`config.mk`:
```
export PLATFORM = sky130hd
export DESIGN_NAME = scd_ctrl
export DESIGN_NICKNAME = d
export VERILOG_FILES = /design/src/scd_pkg.sv /design/src/scd_ctrl.sv
export VERILOG_INCLUDE_DIRS = /design/src
export SDC_FILE = /design/constraint.sdc
export NUM_CORES = 1
export LEC_CHECK = 0
export BUFFER_PORTS_ARGS = -buffer_cell sky130_fd_sc_hd__buf_2
export CORE_UTILIZATION = 55
export CTS_CLUSTER_DIAMETER = 30
export DETAILED_ROUTE_END_ITERATION = 8
export PLACE_DENSITY = 0.83
export SLEW_MARGIN = 5
export SYNTH_ARGS = -nofsm -noshare
export SYNTH_HDL_FRONTEND = slang
export SYNTH_SLANG_ARGS = --single-unit
```
`constraint.sdc`:
```
create_clock -name clk_i -period 2.9 [get_ports clk_i]
set_input_delay 0.29 -clock clk_i [delete_from_list [all_inputs] [get_ports clk_i]]
set_output_delay 0.29 -clock clk_i [all_outputs]
set_load 0.01 [all_outputs]
```
`src/scd_regs.svh`:
```
// Register offsets, field positions, reset values and timing figures.
`ifndef SCD_REGS_SVH
`define SCD_REGS_SVH
`define SCD_ADDR_CRD 16'hfe05
`define SCD_ADDR_STX 16'hfe06
`define SCD_CRD_RESET 8'h00
`define SCD_STX_RESET 8'h00
`define SCD_RD_NONE 8'h00
`define SCD_CRD_DEB 7
`define SCD_CRD_EN 6
`define SCD_CRD_POL 3
`define SCD_CRD_PU 2
`define SCD_CRD_PD 1
`define SCD_CRD_PRES 0
`define SCD_STX_DIO 7
`define SCD_STX_FULL 5
`define SCD_STX_EMPTY 4
`define SCD_STX_UNDR 3
`define SCD_STX_LAST 2
`define SCD_STX_DIR 1
`define SCD_STX_BRK 0
`define SCD_CLK_NS 40
`define SCD_TICK_NS 1000000
`define SCD_TICK_CYCLES (`SCD_TICK_NS / `SCD_CLK_NS)
`define SCD_DEBOUNCE_MS 7'd64
`define SCD_LEN_MAX 8'hff
`define SCD_LEN_ZERO 8'h00
`endif

```
`src/scd_pkg.sv`:
```
// Types shared by the card detect and transmit control block.
package scd_pkg;
  typedef enum logic [1:0] {
    DIR_RX,
    DIR_TX,
    DIR_DRAIN
  } scd_dir_type;

  typedef struct packed {
    logic sync_mode;
    logic t1_mode;
    logic check_code_en;
  } scd_mode_type;

  typedef struct packed {
    logic fifo_full;
    logic fifo_empty;
    logic word_sent;
    logic crc_sent;
    logic break_window;
  } scd_tx_stat_type;
endpackage

```
`src/scd_ctrl.sv`:
```
// Card presence detection and transmit control with its register port.
//
// Decided for this implementation: the address-and-strobe port.
`timescale 1ns/1ps
`include "scd_regs.svh"

// Function
// - Presence detection keeps working while the card logic clock stops.
// - With power-down set, presence is reported without any debounce.
// - Debounce counts 1 kHz ticks; presence only after 64 ms asserted.
// - Presence clears at once when the detect input deasserts.
// - Detect enable activates the input and resets to zero.
// - Polarity one means high is present; zero means low is present.
// - Bit 2 low enables pull-up; bit 1 high enables pull-down.
// - Presence bit reads one when inserted; every change is a card event.
// - Sync direct-IO with length max or zero drives IO from control bit.
// - Full flag stands while full and raises a transmit event.
// - Empty flag follows the FIFO; send in transmit mode; event on empty.
// - In T=1 with last and check code, empty waits for the check code.
// - In T=0 with last, empty waits for the final word sent.
// - Underrun flag on empty after a word without last; clear on read.
// - After last byte is flagged, T=1 appends the check code.
// - Direction one is transmit, zero receive; picks the counters.
// - Setting then resetting direction reinitialises the check code logic.
// - With last set, receive request waits until transmit is empty.
// - Break on IO sets a flag, cleared on read, with an error event.
// - A card event starts deactivation, as supply-stable falling does.
module scd_ctrl
  import scd_pkg::*;
#(
  parameter int TICK_CYCLES = `SCD_TICK_CYCLES
) (
  input wire logic clk_i,
  input wire logic rst_n_i,
  input wire logic [15:0] reg_addr_i,
  input wire logic [7:0] reg_wdata_i,
  input wire logic reg_wr_i,
  input wire logic reg_rd_i,
  output logic [7:0] reg_rdata_o,
  input wire logic card_detect_pin_i,
  input wire logic power_down_bit_i,
  input wire logic supply_stable_i,
  output logic pullup_enable_n_o,
  output logic pulldown_enable_o,
  output logic card_present_o,
  output logic card_event_o,
  output logic deactivate_o,
  input wire scd_mode_type mode_i,
  input wire logic [7:0] length_count_i,
  input wire logic card_io_bit_i,
  input wire logic fifo_bit_i,
  input wire scd_tx_stat_type tx_stat_i,
  input wire logic io_line_i,
  input wire logic card_clk_i,
  output logic io_out_o,
  output logic tx_mode_o,
  output logic rx_mode_o,
  output logic send_enable_o,
  output logic append_check_o,
  output logic crc_init_o,
  output logic tx_event_irq_o,
  output logic tx_error_irq_o
);

  // ==========================================================
  // Register port decode
  wire sel_crd = reg_addr_i == `SCD_ADDR_CRD;
  wire sel_stx = reg_addr_i == `SCD_ADDR_STX;
  wire wr_crd = reg_wr_i & sel_crd;
  wire wr_stx = reg_wr_i & sel_stx;
  wire rd_stx = reg_rd_i & sel_stx;
  logic [7:0] crd_q;
  logic direct_io_q;
  logic last_q;
  always_ff @(posedge clk_i) begin
    if (!rst_n_i) begin
      crd_q <= `SCD_CRD_RESET;
      direct_io_q <= 1'b0;
      last_q <= 1'b0;
    end else begin
      if (wr_crd) begin
        crd_q <= reg_wdata_i;
      end
      if (wr_stx) begin
        direct_io_q <= reg_wdata_i[`SCD_STX_DIO];
        last_q <= reg_wdata_i[`SCD_STX_LAST];
      end
    end
  end
  wire deb_en = crd_q[`SCD_CRD_DEB];
  wire det_en = crd_q[`SCD_CRD_EN];
  wire det_pol = crd_q[`SCD_CRD_POL];
  // Pull controls straight from the control bits.
  assign pullup_enable_n_o = crd_q[`SCD_CRD_PU];
  assign pulldown_enable_o = crd_q[`SCD_CRD_PD];

  // ==========================================================
  // Synchronisers for pins from outside the clock domain
  logic [1:0] det_s;
  logic [1:0] pwr_s;
  logic [2:0] ss_s;
  logic [2:0] ck_s;
  logic [1:0] io_s;
  always_ff @(posedge clk_i) begin
    if (!rst_n_i) begin
      det_s <= 2'h0;
      pwr_s <= 2'h0;
      ss_s <= 3'h0;
      ck_s <= 3'h0;
      io_s <= 2'h3;
    end else begin
      det_s <= {det_s[0], card_detect_pin_i};
      pwr_s <= {pwr_s[0], power_down_bit_i};
      ss_s <= {ss_s[1:0], supply_stable_i};
      ck_s <= {ck_s[1:0], card_clk_i};
      io_s <= {io_s[0], io_line_i};
    end
  end

  // ==========================================================
  // Card detect
  // The detect path runs on the free system clock, never on the card
  // clock, so stopping the card clock does not blind it.
  // Free-running detect.
  wire det_w = det_en & (det_pol ? det_s[1] : ~det_s[1]);
  logic [14:0] tick_cnt_q;
  wire tick = tick_cnt_q == 15'(TICK_CYCLES - 1);
  always_ff @(posedge clk_i) begin
    if (!rst_n_i) begin
      tick_cnt_q <= 15'h0;
    end else begin
      tick_cnt_q <= tick ? 15'h0 : tick_cnt_q + 15'h1;
    end
  end
  logic [6:0] deb_cnt_q;
  wire deb_done = deb_cnt_q == `SCD_DEBOUNCE_MS;
  // Count ticks up to the stable interval.
  always_ff @(posedge clk_i) begin
    if (!rst_n_i) begin
      deb_cnt_q <= 7'h0;
    end else if (!det_w) begin
      deb_cnt_q <= 7'h0;
    end else if (tick && !deb_done) begin
      deb_cnt_q <= deb_cnt_q + 7'h1;
    end
  end
  logic present_q;
  logic card_event_q;
  logic deact_q;
  wire present_d = det_w & (pwr_s[1] | ~deb_en | deb_done);
  wire ss_fall = ss_s[2] & ~ss_s[1];
  // Every change is a card event.
  // Card event or supply loss deactivates.
  always_ff @(posedge clk_i) begin
    if (!rst_n_i) begin
      present_q <= 1'b0;
      card_event_q <= 1'b0;
      deact_q <= 1'b0;
    end else begin
      present_q <= present_d;
      card_event_q <= present_d ^ present_q;
      deact_q <= (present_d ^ present_q) | ss_fall;
    end
  end
  assign card_present_o = present_q;
  assign card_event_o = card_event_q;
  assign deactivate_o = deact_q;

  // ==========================================================
  // Transmit status flags
  logic done_q;
  logic empty_q;
  logic full_q;
  logic undr_q;
  logic brk_q;
  logic tx_evt_q;
  logic tx_err_q;
  scd_dir_type dir_q;
  wire tx_active = dir_q != DIR_RX;
  wire chk_mode = mode_i.t1_mode & mode_i.check_code_en;
  // T=0 finishes on the final word.
  // T=1 with check code finishes on the check code.
  wire done_ev = chk_mode ? tx_stat_i.crc_sent
               : tx_stat_i.word_sent & tx_stat_i.fifo_empty;
  // Empty follows the FIFO unless a message tail is pending.
  wire empty_d = tx_stat_i.fifo_empty & (~last_q | done_q | done_ev);
  // Underrun on empty after a word without last.
  wire undr_ev = tx_stat_i.word_sent & tx_stat_i.fifo_empty & ~last_q;
  wire ck_rise = ck_s[1] & ~ck_s[2];
  // Card pulls IO low at the guard time.
  wire brk_ev = tx_active & tx_stat_i.break_window & ck_rise & ~io_s[1];
  // Set wins over the clear on read.
  always_ff @(posedge clk_i) begin
    if (!rst_n_i) begin
      done_q <= 1'b0;
      empty_q <= 1'b1;
      full_q <= 1'b0;
      undr_q <= 1'b0;
      brk_q <= 1'b0;
      tx_evt_q <= 1'b0;
      tx_err_q <= 1'b0;
    end else begin
      done_q <= last_q & (done_q | done_ev);
      empty_q <= empty_d;
      full_q <= tx_stat_i.fifo_full;
      undr_q <= undr_ev | (undr_q & ~rd_stx);
      brk_q <= brk_ev | (brk_q & ~rd_stx);
      tx_evt_q <= (tx_stat_i.fifo_full & ~full_q) | (empty_d & ~empty_q);
      tx_err_q <= undr_ev | brk_ev;
    end
  end
  assign tx_event_irq_o = tx_evt_q;
  assign tx_error_irq_o = tx_err_q;

  // ==========================================================
  // Direction control
  // A receive request made while a flagged message is still draining is
  // held in DIR_DRAIN so the tail and its check code still go out.
  scd_dir_type dir_d;
  wire wr_dir = reg_wdata_i[`SCD_STX_DIR];
  always_comb begin
    dir_d = dir_q;
    case (dir_q)
      DIR_RX: begin
        if (wr_stx && wr_dir) begin
          dir_d = DIR_TX;
        end
      end
      DIR_TX: begin
        if (wr_stx && !wr_dir) begin
          dir_d = (last_q && !empty_q) ? DIR_DRAIN : DIR_RX;
        end
      end
      DIR_DRAIN: begin
        if (wr_stx && wr_dir) begin
          dir_d = DIR_TX;
        end else if (empty_q) begin
          dir_d = DIR_RX;
        end
      end
      default: begin
        dir_d = DIR_RX;
      end
    endcase
  end
  logic crc_init_q;
  wire leave_tx = tx_active & (dir_d == DIR_RX);
  // Reinitialise check code on leaving transmit.
  always_ff @(posedge clk_i) begin
    if (!rst_n_i) begin
      dir_q <= DIR_RX;
      crc_init_q <= 1'b0;
    end else begin
      dir_q <= dir_d;
      crc_init_q <= leave_tx;
    end
  end
  assign tx_mode_o = tx_active;
  assign rx_mode_o = ~tx_active;
  assign crc_init_o = crc_init_q;
  // Queued bytes go out only in transmit mode.
  assign send_enable_o = tx_active & ~tx_stat_i.fifo_empty;
  // Ask for the check code once the flagged message drained.
  assign append_check_o = tx_active & chk_mode & last_q
                        & tx_stat_i.fifo_empty & ~done_q;

  // ==========================================================
  // IO source
  wire len_edge = (length_count_i == `SCD_LEN_MAX)
                | (length_count_i == `SCD_LEN_ZERO);
  // Direct IO from the control bit.
  wire io_direct = mode_i.sync_mode & direct_io_q & len_edge;
  logic io_q;
  always_ff @(posedge clk_i) begin
    if (!rst_n_i) begin
      io_q <= 1'b1;
    end else begin
      io_q <= io_direct ? card_io_bit_i : fifo_bit_i;
    end
  end
  assign io_out_o = io_q;

  // ==========================================================
  // Read path
  logic [7:0] crd_rd;
  logic [7:0] stx_rd;
  logic [7:0] rdata_q;
  always_comb begin
    crd_rd = {deb_en, det_en, 2'h0, det_pol, pullup_enable_n_o,
              pulldown_enable_o, present_q};
    stx_rd = {direct_io_q, 1'b0, full_q, empty_q, undr_q, last_q,
              tx_active, brk_q};
  end
  always_ff @(posedge clk_i) begin
    if (!rst_n_i) begin
      rdata_q <= `SCD_RD_NONE;
    end else if (reg_rd_i && sel_crd) begin
      rdata_q <= crd_rd;
    end else if (rd_stx) begin
      rdata_q <= stx_rd;
    end else begin
      rdata_q <= `SCD_RD_NONE;
    end
  end
  assign reg_rdata_o = rdata_q;
endmodule

```
# Word level (Yosys, flattened, before mapping)
# Cells that the tools add are included.
[op_classes] addsub=2 eq_ne=7 muxes=11 n_bitwise=52 reduce_logical=15
[op_table] operator="16-bit equality test, second input constant" count=2
[op_table] operator="1-bit bitwise AND" count=27
[op_table] operator="8-bit two-way mux" count=2
[op_table] operator="15-bit by 1-bit adder with 15-bit output, second input constant" count=1
[op_table] operator="15-bit equality test, second input constant" count=1
[op_table] operator="1-bit inverter" count=13
[op_table] operator="1-bit OR" count=11
[op_table] operator="2-bit two-way mux" count=5
[op_table] operator="8-bit equality test, second input constant" count=1
[op_table] operator="8-bit logical NOT" count=1
[op_table] operator="7-bit by 1-bit adder with 7-bit output, second input constant" count=1
[op_table] operator="7-bit equality test, second input constant" count=1
[op_table] operator="2-bit case mux with 3 select lines" count=1
[op_table] operator="1-bit logical AND" count=5
[op_table] operator="2-bit logical NOT" count=2
[op_table] operator="1-bit logical NOT" count=3
[op_table] operator="1-bit two-way mux" count=3
[op_table] operator="3-bit OR reduction" count=1
[op_table] operator="2-bit by 1-bit equality test with 1-bit output, second input constant" count=1
[op_table] operator="2-bit equality test, second input constant" count=1
[op_table] operator="2-bit AND reduction" count=1
[op_table] operator="2-bit nonzero test" count=1
[op_table] operator="2-bit OR reduction" count=1
[op_table] operator="1-bit bitwise XOR" count=1
[word_totals] ff_bits=66 in_bits=51 out_inout_bits=21 elab_cells=112

# Longest topological paths before layout
# Gate-level depths: netlist (run 1).
[logic_depth] depth_word=7 ltp_mapped=7

# Worst setup path after synthesis (run 1)
# Ideal clock, no wire load.
[synth_path] kind="flip-flop to flip-flop" startpoint="reg tick_cnt_q[3]" endpoint="reg deb_cnt_q[4]" setup_time_ns=0.074 arrival_time_ns=1.874 required_time_ns=2.826 slack_ns=0.952 path_stages_with_launch=6 path_buffers=1 period_less_slack_ns=1.948 path_cell_list="dfxtp_1 -> or4_4 -> or4_4 -> buf_6 -> or3_1 -> a21oi_1"
[synth_between] elab_chain_len=2
[synth_rtl] item="start: declaration" line="scd_ctrl.sv:126" text="logic [14:0] tick_cnt_q;"
[synth_rtl] item="start signal: assignment" line="scd_ctrl.sv:132" text="tick_cnt_q <= tick ? 15'h0 : tick_cnt_q + 15'h1;"
[synth_rtl] item="15-bit equality test" line="scd_ctrl.sv:127" text="wire tick = tick_cnt_q == 15'(TICK_CYCLES - 1);"
[synth_rtl] item="1-bit logical AND" line="scd_ctrl.sv:143" text="end else if (tick && !deb_done) begin"
[synth_rtl] item="end signal: assignment" line="scd_ctrl.sv:144" text="deb_cnt_q <= deb_cnt_q + 7'h1;"
[synth_rtl] item="end: declaration" line="scd_ctrl.sv:135" text="logic [6:0] deb_cnt_q;"
# Every way passes these cells.
# A chain may end at the register's enable or synchronous reset.

# Worst setup path in the final report (run 1)
[layout_path] startpoint="reg tick_cnt_q[3]" endpoint="reg deb_cnt_q[3]"
# The elaborated chain is that of the path after synthesis.

==> reports/results.ini, run 1 <==
[critical_path]
regToRegStartpoint=tick_cnt_q[3]$_SDFF_PP0_
crit_top_cell=or4_4
startpoint_type=flip-flop
end_kind=flip-flop
required_ps=3160
rr_endpoint=deb_cnt_q[3]$_SDFFE_PN0P_
crit_fanout=12
cp_data_arrival_time_ps=2360
rr_worst_depth=4
slowest_delay_ps=540
crit_type=reg -> reg
path_cells=or4_4 -> or4_4 -> or3_2 -> a21oi_1
reg2reg_slack_ps=800
slowest_stage=or4_4

[timing]
timing.setup.tns_ps=0
rsz0062_at_grt=no
period_needed_ps=2100
finalSetupViolations=0
fin_crit_sh_pct=72.3
max_freq_mhz=477
hold_viol=0
slew_violations=0
tightest_slew_ps=630
max_slew_margin_pct=57.6
skew_ps=8.49
timing.hold.ws_ps=138

[layout]
final_layout_size_suffix_gt1_share_pct=25.1
areaGrowthSynthToFinish_pct=22.3
layout_commonest_cell=buf_2
num-nets-final=416
antennaDiodeCount=0
final_cell_mix=buf_2, dfxtp_1, nor2_1

[clocking]
hold_buffers=0
ctsHtreeMaxLevel=3
cts.path.max_buffers=2
clkTransAtPathRegs_ps=70
worstSkewPairLatency_ps=340
cts_sinks=63
cts_resized=0
cts-buffers-inserted=9
cts-root-buf=clkbuf_8
post_cts_buffers=0
cts_tree=built

[min_path]
min_from=io_line_i
hold_end=io_s[0]$_SDFF_PN1_
hp-class=in -> reg
worstHoldPathCells=2

[floorplanning]
initial_utilization_pct=58.4
die_area_um2=5030
die_y_um=71.0
die_w_um=71.0
ios=72
coreArea_um2=4470
num_rows=24

[detailed_routing]
wl_um=5720
final_antenna_net_count=0
route.detailed.drc=0
drt_first_iter_violations=146
num_vias=2405
wire_per_inst_um=13.6
dr.pass1.iters=6
detail_route.vias_per_cell=5.74

[yosys]
syn_area_per_cell_um2=9.02
syn_inst=290
ys_seq_elements=63
synth.yosys.seq_area_share_pct=48.2
ys_async_sr_fraction_pct=0
synth_top_flop_cell=dfxtp_1
synth_edf_count=0
ys_types=47
synth_fp_nets=344
syn_area_um2=2620
synth_warnings=0

[power]
powerDensity_nw_per_um2=550
power_mw=1.76
ir_worst_vdd_uv=375
power.leakage_nw=1.30

[placement]
hpwlAfterDp_um=4030
portBuffers=68
gp_congestion=0.930

[global_route]
grt_usage_pct=24.4
grt_pass1_vias=2175
grt_pass1_wl_um=9460
grt_max_degree=25
grt_overflow=0
antenna_found_initial=0

[job]
drv_cap=0

[status]
status=completed

-- kinds of logic (layout without fill, tap and decap cells) --
logic type | count (synthesis) | after routing | synth area share [%]
simple gates | 137 | 137 | 29.8
xor+xnor | 12 | 12 | 4.02
mux | 1 | 1 | 0.383
compound gates | 59 | 59 | 13.6
fa+ha+maj | 3 | 3 | 1.44
buf+inv | 15 | 92 | 2.49
flops | 63 | 63 | 48.2
-- layout make-up --
type | count | area [µm²]
well taps | 52 | 65.1
fillers | 357 | 1280
inverters | 7 | 26.3
clock buffers | 13 | 169
flip-flops and latches | 63 | 1260
multi-input cells | 212 | 1290
repair buffers | 69 | 348
clock inverters | 3 | 40.0
-- cells in the mapped netlist (all sizes together), types with 3 or more instances --
library cell  instances  area, µm²
and3                  9       58.8
o21ai                18       90.1
a21oi                21        105
xnor2                 7       61.3
ha                    3       37.5
clkbuf                6       22.5
nand3                16       80.1
dfxtp                63       1260
and4                  6       52.6
and2                 15       93.8
nor4                  4       25.0
or4                   6       52.6
or3                   5       33.8
nor3                  3       15.0
nand2b                7       43.8
a22oi                 5       37.5
nand2                17       63.8
xor2                  5       43.8
nand4                11       68.8
nor2b                 3       18.8
nor2                 27        101
inv                   7       26.3
-- how the worst max path moves through the flow --
| stage | startpoint | end | slack, ps | cells past startpoint |
|---|---|---|---|---|
| 2_1_floorplan | tick_cnt_q[3]$_SDFF_PP0_ | deb_cnt_q[4]$_SDFFE_PN0P_ | 950 | 5 |
| 3_3_place_gp | tick_cnt_q[3]$_SDFF_PP0_ | deb_cnt_q[3]$_SDFFE_PN0P_ | 840 | 4 |
| 3_5_place_dp | tick_cnt_q[3]$_SDFF_PP0_ | deb_cnt_q[6]$_SDFFE_PN0P_ | 820 | 4 |
| 4_1_cts | tick_cnt_q[3]$_SDFF_PP0_ | deb_cnt_q[6]$_SDFFE_PN0P_ | 800 | 4 |
| 5_1_grt | tick_cnt_q[0]$_SDFF_PP0_ | tick_cnt_q[4]$_SDFF_PP0_ | 720 | 5 |
| 6_report | tick_cnt_q[3]$_SDFF_PP0_ | deb_cnt_q[3]$_SDFFE_PN0P_ | 800 | 4 |
-- registers in the layout, summed over array words and instances (netlist names), 2 cells and up --
register     count
tick_cnt_q      15
ck_s             3
ss_s             3
dir_q            2
reg_rdata_o      8
io_s             2
pwr_s            2
det_s            2
crd_q            5
deb_cnt_q        7
-- through the flow --
stage	instances	worst slack (ps)	utilization, %	cell area (µm²)
2_1_floorplan	290	952	-	2620
3_3_place_gp	403	844	66.8	2990
3_5_place_dp	403	821	66.8	2990
4_1_cts	419	801	71.5	3200
5_1_grt	419	724	71.5	3200
6_report	419	803	71.5	3200
-- report_power, final --
part / switching, mW / leakage, nW / total [mW] / internal, mW
logic: 0.0435 / 0.679 / 0.0857 / 0.0422
clock network: 0.320 / 0.109 / 0.785 / 0.465
registers: 0.00657 / 0.512 / 0.887 / 0.881
total: 0.370 / 1.30 / 1.76 / 1.39
-- routing by layer --
layer | up-vias | share of wire, % | track usage [%]
met4 | 0 | 1.7 | 10.4
met1 | 1100 | 44 | 29.0
met2 | 95 | 49 | 40.2
li1 | 1199 | - | -
met3 | 11 | 5.8 | 8.55
met5 | - | 0 | 0
-- worst max-delay path: cells and delay by family (launching register included) --
| family | cells | cell delay [ps] |
|---|---|---|
| and+or+nand+nor | 3 | 1520 |
| AOI/OAI and AO/OA | 1 | 140 |
| DFF | 1 | 350 |
(Power assumes the default switching activity.)
==> run 2, diff against run 1 <==
ABC_AREA = 1   (was default)
CORE_UTILIZATION = 47   (was 55)
PLACE_DENSITY = 0.75   (was 0.83)
clock period = 1.8 ns   (was 2.9 ns; I/O delays follow)
==> run 2 against run 1 <==
Utilization is 10 points lower. Register-to-register slack worse by 440 ps. Largest cell class is now flip-flops and latches. Sequential share of layout area is 1.9 points lower. Combinational power is 68% higher. Global-route usage is 4.3 points lower. Clock power is 85% higher. Clock skew is 1.3 ps higher. Synthesized cell count is 28% higher. Critical endpoint is now append_check_o. Clock-buffer cell count is 1 higher. Sequential power is 61% higher. Largest power group is now clock. Via count is 4.2% higher. Hold slack worse by 110 ps.
==> reports/results.ini, run 2 <==
[status]
status=completed  ; unchanged

[detailed_routing]
dr.pass1.iters=4  ; was 6
detail_route.vias_per_cell=4.77  ; was 5.74
route.detailed.drc=0  ; unchanged
num_vias=2505  ; was 2405
wire_per_inst_um=10.4  ; was 13.6 µm
drt_first_iter_violations=94  ; was 146
wl_um=5480  ; was 5720 µm
final_antenna_net_count=0  ; unchanged

[layout]
fill_cells=513  ; was 357
largest_register_ff_count=15  ; unchanged
final_cell_mix=nand2_1, buf_2, dfxtp_1  ; was buf_2, dfxtp_1, nor2_1
multi_input_area_um2=1190  ; was 1290 µm²
antennaDiodeCount=0  ; unchanged
final_layout_size_suffix_gt1_share_pct=24.5  ; was 25.1%
design_area_um2=3360  ; was 3200 µm²
regArea_um2=1260  ; unchanged
num-nets-final=502  ; was 416
areaGrowthSynthToFinish_pct=24.6  ; was 22.3%
largest_register=tick_cnt_q  ; unchanged
layout_commonest_cell=nand2_1  ; was buf_2

[critical_path]
regToRegStartpoint=tick_cnt_q[0]$_SDFF_PP0_  ; was tick_cnt_q[3]$_SDFF_PP0_
startpoint_type=flip-flop  ; unchanged
end_kind=output pin  ; was flip-flop
crit_type=reg -> out  ; was reg -> reg
reg2reg_slack_ps=360  ; was 800 ps
required_ps=1620  ; was 3160 ps
crit_fanout=7  ; was 12
cp_data_arrival_time_ps=1330  ; was 2360 ps
rr_worst_depth=7  ; was 4
rr_endpoint=deb_cnt_q[6]$_SDFFE_PN0P_  ; was deb_cnt_q[3]$_SDFFE_PN0P_

[global_route]
antenna_found_initial=0  ; unchanged
grt_usage_pct=20.1  ; was 24.4%
grt_pass1_vias=2282  ; was 2175
grt_pass1_wl_um=9390  ; was 9460 µm
grt_overflow=0  ; unchanged
grt_max_degree=19  ; was 25

[power]
swShare_pct=20.0  ; was 21.1%
p_int_mw=2.42  ; was 1.39 mW
clkPwrFrac_pct=47.9  ; was 44.6%
power.leakage_nw=1.59  ; was 1.30 nW
netSwitchingPower_mw=0.605  ; was 0.370 mW
seqPwrFrac_pct=47.3  ; was 50.5%
powerDensity_nw_per_um2=899  ; was 550 nW/µm²
ir_worst_vdd_uv=606  ; was 375 µV
combPwrFrac_pct=4.8  ; was 4.9%

[yosys]
synth_edf_count=0  ; unchanged
ys_async_sr_fraction_pct=0  ; unchanged
ys_types=32  ; was 47
synth_top_flop_cell=dfxtp_1  ; unchanged
ys_seq_elements=63  ; unchanged
syn_inst=372  ; was 290
synth_fp_nets=426  ; was 344
synth_warnings=0  ; unchanged
synth_common_cells=nand2_1, dfxtp_1, nor2_1  ; was dfxtp_1, nor2_1, a21oi_1
syn_area_per_cell_um2=7.25  ; was 9.02 µm²
syn_area_um2=2700  ; was 2620 µm²
synth_area_leader_cell=dfxtp_1  ; unchanged
synth.yosys.seq_area_share_pct=46.7  ; was 48.2%
yosys-top-cells-area=dfxtp_1, nand2_1, nor2_1  ; was dfxtp_1, a21oi_1, nor2_1
synth.most_common_cell=nand2_1  ; was dfxtp_1
yosysTopAreaCellShare_pct=46.7  ; was 48.2%

[floorplanning]
die_w_um=77.8  ; was 71.0 µm
die_area_um2=6050  ; was 5030 µm²
num_rows=27  ; was 24
ios=72  ; unchanged
coreArea_um2=5510  ; was 4470 µm²
die_y_um=77.8  ; was 71.0 µm
initial_utilization_pct=49.0  ; was 58.4%

[min_path]
worstHoldPathCells=3  ; was 2
hold_end=pwr_s[0]$_SDFF_PN0_  ; was io_s[0]$_SDFF_PN1_
min_from=power_down_bit_i  ; was io_line_i
hp-class=in -> reg  ; unchanged

[timing]
tightest_slew_ps=479  ; was 630 ps
max_slew_margin_pct=67.9  ; was 57.6%
fin_crit_sh_pct=84.0
skew_ps=9.81  ; was 8.49 ps
max_freq_mhz=661
timing.setup.tns_ps=0  ; unchanged
hold_viol=0  ; unchanged
slew_violations=0  ; unchanged
period_needed_ps=1510
rsz0062_at_grt=no  ; unchanged
finalSetupViolations=0  ; unchanged

[clocking]
cts_resized=0  ; unchanged
clkTransAtPathRegs_ps=70  ; about the same
cts_tree=built  ; unchanged
cts-buffers-inserted=9  ; unchanged
ctsHtreeMaxLevel=3  ; unchanged
worstSkewPairLatency_ps=340  ; about the same
hold_buffers=0  ; unchanged
cts.path.max_buffers=2  ; unchanged
cts_sinks=63  ; unchanged
post_cts_buffers=0  ; unchanged
cts-root-buf=clkbuf_8  ; unchanged

[placement]
gp_congestion=0.778  ; was 0.930
hpwlAfterDp_um=4080  ; was 4030 µm
portBuffers=68  ; unchanged
postPlaceCellArea_um2=3120  ; was 2990 µm²

[job]
drv_cap=0  ; unchanged

-- run 2: cell types whose count changed in the layout (fill, tap and decap cells not counted), moves of 13 or more --
cell,before,now
inv_1,7,45
nand2_1,17,92
and2_1,15,0
nor2_1,27,46
o21ai_0,18,5
nand3_1,16,31
-- run 2: area by class of cell --
class                           instances  share of cell area, %
Clock buffer                           14                   5.43
Clock inverter                          2                   1.79
Inverter                               56                   6.29
Multi-Input combinational cell        247                   35.5
Sequential cell                        63                   37.5
Tap cell                               72                   2.68
Timing Repair Buffer                   71                   10.8
-- run 2: kinds of logic (layout without fill, tap and decap cells) --
| family | count (synthesis) | after routing | synth area share (%) |
|---|---|---|---|
| simple gates | 201 | 201 | 33.6 |
| xor+xnor | 7 | 7 | 2.27 |
| fa+ha+maj | 3 | 3 | 1.39 |
| flops | 63 | 63 | 46.7 |
| compound gates | 36 | 36 | 7.05 |
| buf+inv | 62 | 143 | 8.99 |
-- run 2: worst max-delay path by stage --
stage | from | endpoint | slack [ps] | cells after the start
2_1_floorplan | tick_cnt_q[0]$_SDFF_PP0_ | tick_cnt_q[14]$_SDFF_PP0_ | 500 | 10
3_3_place_gp | tick_cnt_q[0]$_SDFF_PP0_ | tick_cnt_q[11]$_SDFF_PP0_ | 410 | 8
3_5_place_dp | tick_cnt_q[0]$_SDFF_PP0_ | tick_cnt_q[14]$_SDFF_PP0_ | 370 | 10
4_1_cts | dir_q[1]$_SDFF_PN0_ | append_check_o | 260 | 3
5_1_grt | tick_cnt_q[0]$_SDFF_PP0_ | tick_cnt_q[12]$_SDFF_PP0_ | 180 | 10
6_report | dir_q[1]$_SDFF_PN0_ | append_check_o | 290 | 3
-- run 2: metrics by stage --
| stage | total power [mW] | hold WS (ps) | cells | worst slack, ps | utilization [%] |
|---|---|---|---|---|---|
| detailed placement | 1.61 | 363 | 509 | 371 | 56.7 |
| floorplan | 1.53 | 278 | 372 | 499 | - |
| CTS | 3.06 | 3.79 | 525 | 261 | 61.1 |
| global route | 3.15 | 7.08 | 525 | 176 | 61.1 |
| finish | 3.02 | 23.5 | 525 | 288 | 61.1 |
| global placement | 1.60 | 366 | 509 | 409 | 56.7 |
-- run 2: critical path: stages (launching register included) --
cell and delay [ps]:
dfxtp_1 330, nor2_1 400, nor3_1 110, buf_2 160
-- run 2: power by group through the flow --
stage | logic (mW) | clock network [mW] | registers (mW)
2_1_floorplan | 0.0659 | 0 | 1.46
3_3_place_gp | 0.140 | 0 | 1.46
3_5_place_dp | 0.144 | 0 | 1.46
4_1_cts | 0.145 | 1.48 | 1.43
5_1_grt | 0.164 | 1.55 | 1.43
6_report | 0.144 | 1.45 | 1.43
-- run 2: layer usage --
layer | routed length, µm | track usage, %
met5 | 0 | 0
met4 | 111 | 10.6
met3 | 297 | 6.71
met2 | 2590 | 33.4
met1 | 2480 | 22.8
==> run 3, diff against run 2 <==
ABC_AREA = 0   (was 1)
CORE_UTILIZATION = 46   (was 47)
PLACE_DENSITY = 0.74   (was 0.75)
clock period = 1.23 ns   (was 1.8 ns; I/O delays follow)
==> run 3 against run 2 <==
The run now ends with setup timing left. Hold slack worse by 9.0 ps. Cell count decreased by 5.7%. Clock-buffer cell count did not move. Via count is 4.9% higher. Non-clock buffer count increased by 55. Critical endpoint is now deb_cnt_q[3]$_SDFFE_PN0P_. Die area down 0.97%. Highest routed layer unchanged.
==> reports/results.ini, run 3 (synthesized netlist as in run 1, its figures left out) <==
[detailed_routing]
wire_per_inst_um=14.1  ; was 10.4 µm
wl_um=6980  ; was 5480 µm
drt_first_iter_violations=113  ; was 94
final_antenna_net_count=0  ; unchanged
detail_route.vias_per_cell=5.31  ; was 4.77
num_vias=2627  ; was 2505
dr.pass1.iters=4  ; unchanged
route.detailed.drc=0  ; unchanged

[critical_path]
reg2reg_slack_ps=-750  ; was 360 ps
rr_worst_depth=4  ; was 7
cp_data_arrival_time_ps=2260  ; was 1330 ps
rr_endpoint=deb_cnt_q[3]$_SDFFE_PN0P_  ; was deb_cnt_q[6]$_SDFFE_PN0P_
crit_fanout=6  ; was 7
end_kind=flip-flop  ; was output pin
startpoint_type=flip-flop  ; unchanged
required_ps=1500  ; was 1620 ps
regToRegStartpoint=tick_cnt_q[3]$_SDFF_PP0_  ; was tick_cnt_q[0]$_SDFF_PP0_
crit_type=reg -> reg  ; was reg -> out

[min_path]
hold_end=ss_s[0]$_SDFF_PN0_  ; was pwr_s[0]$_SDFF_PN0_
min_from=supply_stable_i  ; was power_down_bit_i
worstHoldPathCells=2  ; was 3
hp-class=in -> reg  ; unchanged

[placement]
post-place-cells=472  ; was 509
hpwlAfterDp_um=4790  ; was 4080 µm
gp_congestion=0.820  ; was 0.778
portBuffers=68  ; unchanged

[layout]
antennaDiodeCount=0  ; unchanged
largest_register=tick_cnt_q  ; unchanged
largest_register_ff_count=15  ; unchanged
layout.cells.non_filler=495  ; was 525
final_layout_size_suffix_gt1_share_pct=40.0  ; was 24.5%
num-nets-final=473  ; was 502
layout_commonest_cell=buf_2  ; was nand2_1
final_cell_mix=buf_2, dfxtp_1, buf_4  ; was nand2_1, buf_2, dfxtp_1
areaGrowthSynthToFinish_pct=45.4  ; was 24.6%

[clocking]
clkTransAtPathRegs_ps=60  ; was 70 ps
cts_tree=built  ; unchanged
cts-root-buf=clkbuf_8  ; unchanged
cts.path.max_buffers=2  ; unchanged
cts_sinks=63  ; unchanged
cts-buffers-inserted=9  ; unchanged
worstSkewPairLatency_ps=340  ; about the same
ctsHtreeMaxLevel=3  ; unchanged

[status]
violations=setup timing
status=finished, violations left  ; was completed

[global_route]
antenna_found_initial=0  ; unchanged
grt_overflow=0  ; unchanged
grt_max_degree=16  ; was 19
grt_pass1_wl_um=11200  ; was 9390 µm
grt_pass1_vias=2559  ; was 2282
grt_usage_pct=23.9  ; was 20.1%

[power]
ir_worst_vdd_uv=730  ; was 606 µV
power.leakage_nw=1.62  ; was 1.59 nW
powerDensity_nw_per_um2=1010  ; was 899 nW/µm²

[floorplanning]
die_y_um=77.4  ; was 77.8 µm
initial_utilization_pct=47.5  ; was 49.0%
die_w_um=77.4  ; was 77.8 µm
die_area_um2=5990  ; was 6050 µm²
ios=72  ; unchanged
coreArea_um2=5510  ; unchanged
num_rows=27  ; unchanged

[timing]
hold_viol=0  ; unchanged
max_slew_margin_pct=76.7  ; was 67.9%
skew_ps=5.87  ; was 9.81 ps
finalSetupViolations=29  ; was 0
max_freq_mhz=504
period_needed_ps=1980
setup_ws_ps=-754  ; was 288 ps
rsz0062_at_grt=yes  ; was no
slew_violations=0  ; unchanged
tightest_slew_ps=347  ; was 479 ps
timing.hold.ws_ps=14.5  ; was 23.5 ps
fin_crit_sh_pct=161

[job]
drv_cap=0  ; unchanged

==> run 3: how the worst max path moves through the flow <==
stage | slack [ps] | start | endpoint | cells after the start
6_report | -750 | tick_cnt_q[3]$_SDFF_PP0_ | deb_cnt_q[3]$_SDFFE_PN0P_ | 4
5_1_grt | -800 | tick_cnt_q[3]$_SDFF_PP0_ | deb_cnt_q[6]$_SDFFE_PN0P_ | 4
4_1_cts | -760 | tick_cnt_q[3]$_SDFF_PP0_ | deb_cnt_q[6]$_SDFFE_PN0P_ | 4
3_5_place_dp | -750 | tick_cnt_q[3]$_SDFF_PP0_ | deb_cnt_q[6]$_SDFFE_PN0P_ | 4
3_3_place_gp | -710 | tick_cnt_q[3]$_SDFF_PP0_ | deb_cnt_q[6]$_SDFFE_PN0P_ | 4
2_1_floorplan | -710 | tick_cnt_q[3]$_SDFF_PP0_ | deb_cnt_q[4]$_SDFFE_PN0P_ | 5
==> run 3: critical path, cell delays in order, from the launching register on <==
cell     delay, ps
dfxtp_2        310
or4_4          520
or4_4          470
or3_2          480
a21oi_2        140
==> run 3: repair_timing <==
action,in CTS,in global routing
setup endpoints to repair,28,31
cloned,1,0
hold buffers,4,0
endpoints found under the hold margin,4,0
buffers inserted,3,1
resized for setup,14,18
pin swaps,3,5
==> run 3: through the flow <==
stage	util [%]	setup TNS [ps]	setup slack [ps]	power, mW	area (µm²)
6_report	69.0	-14670	-754	3.84	3800
5_1_grt	69.0	-16140	-796	3.98	3800
4_1_cts	67.7	-14890	-765	3.87	3730
3_5_place_dp	62.4	-16250	-753	2.37	3440
3_3_place_gp	62.4	-14720	-706	2.37	3440
2_1_floorplan	-	-12930	-709	2.23	2670
==> run 3: cell type report <==
class	count	area [µm²]
inverter	7	28.8
clock buffer	14	153
multi-input combinational	212	1410
fill	418	1710
tap	72	90.1
timing repair buffer	126	846
clock inverter	1	5.00
sequential	63	1270
==> run 3: layer usage <==
metal  up-vias  track usage [%]  share of wire (%)
li1       1323                -                  -
met1      1228             28.7                 43
met2        63             39.9                 51
met3        13             4.94                3.9
met4         0             12.8                2.2
met5         -                0                  0
==> run 3: power by group <==
part	total [mW]	internal [mW]	leakage, nW	switching, mW
Combinational	0.270	0.147	1.03	0.123
Sequential	2.09	2.08	0.515	0.0138
Clock	1.48	0.774	0.0805	0.702
Total	3.84	3.00	1.62	0.839
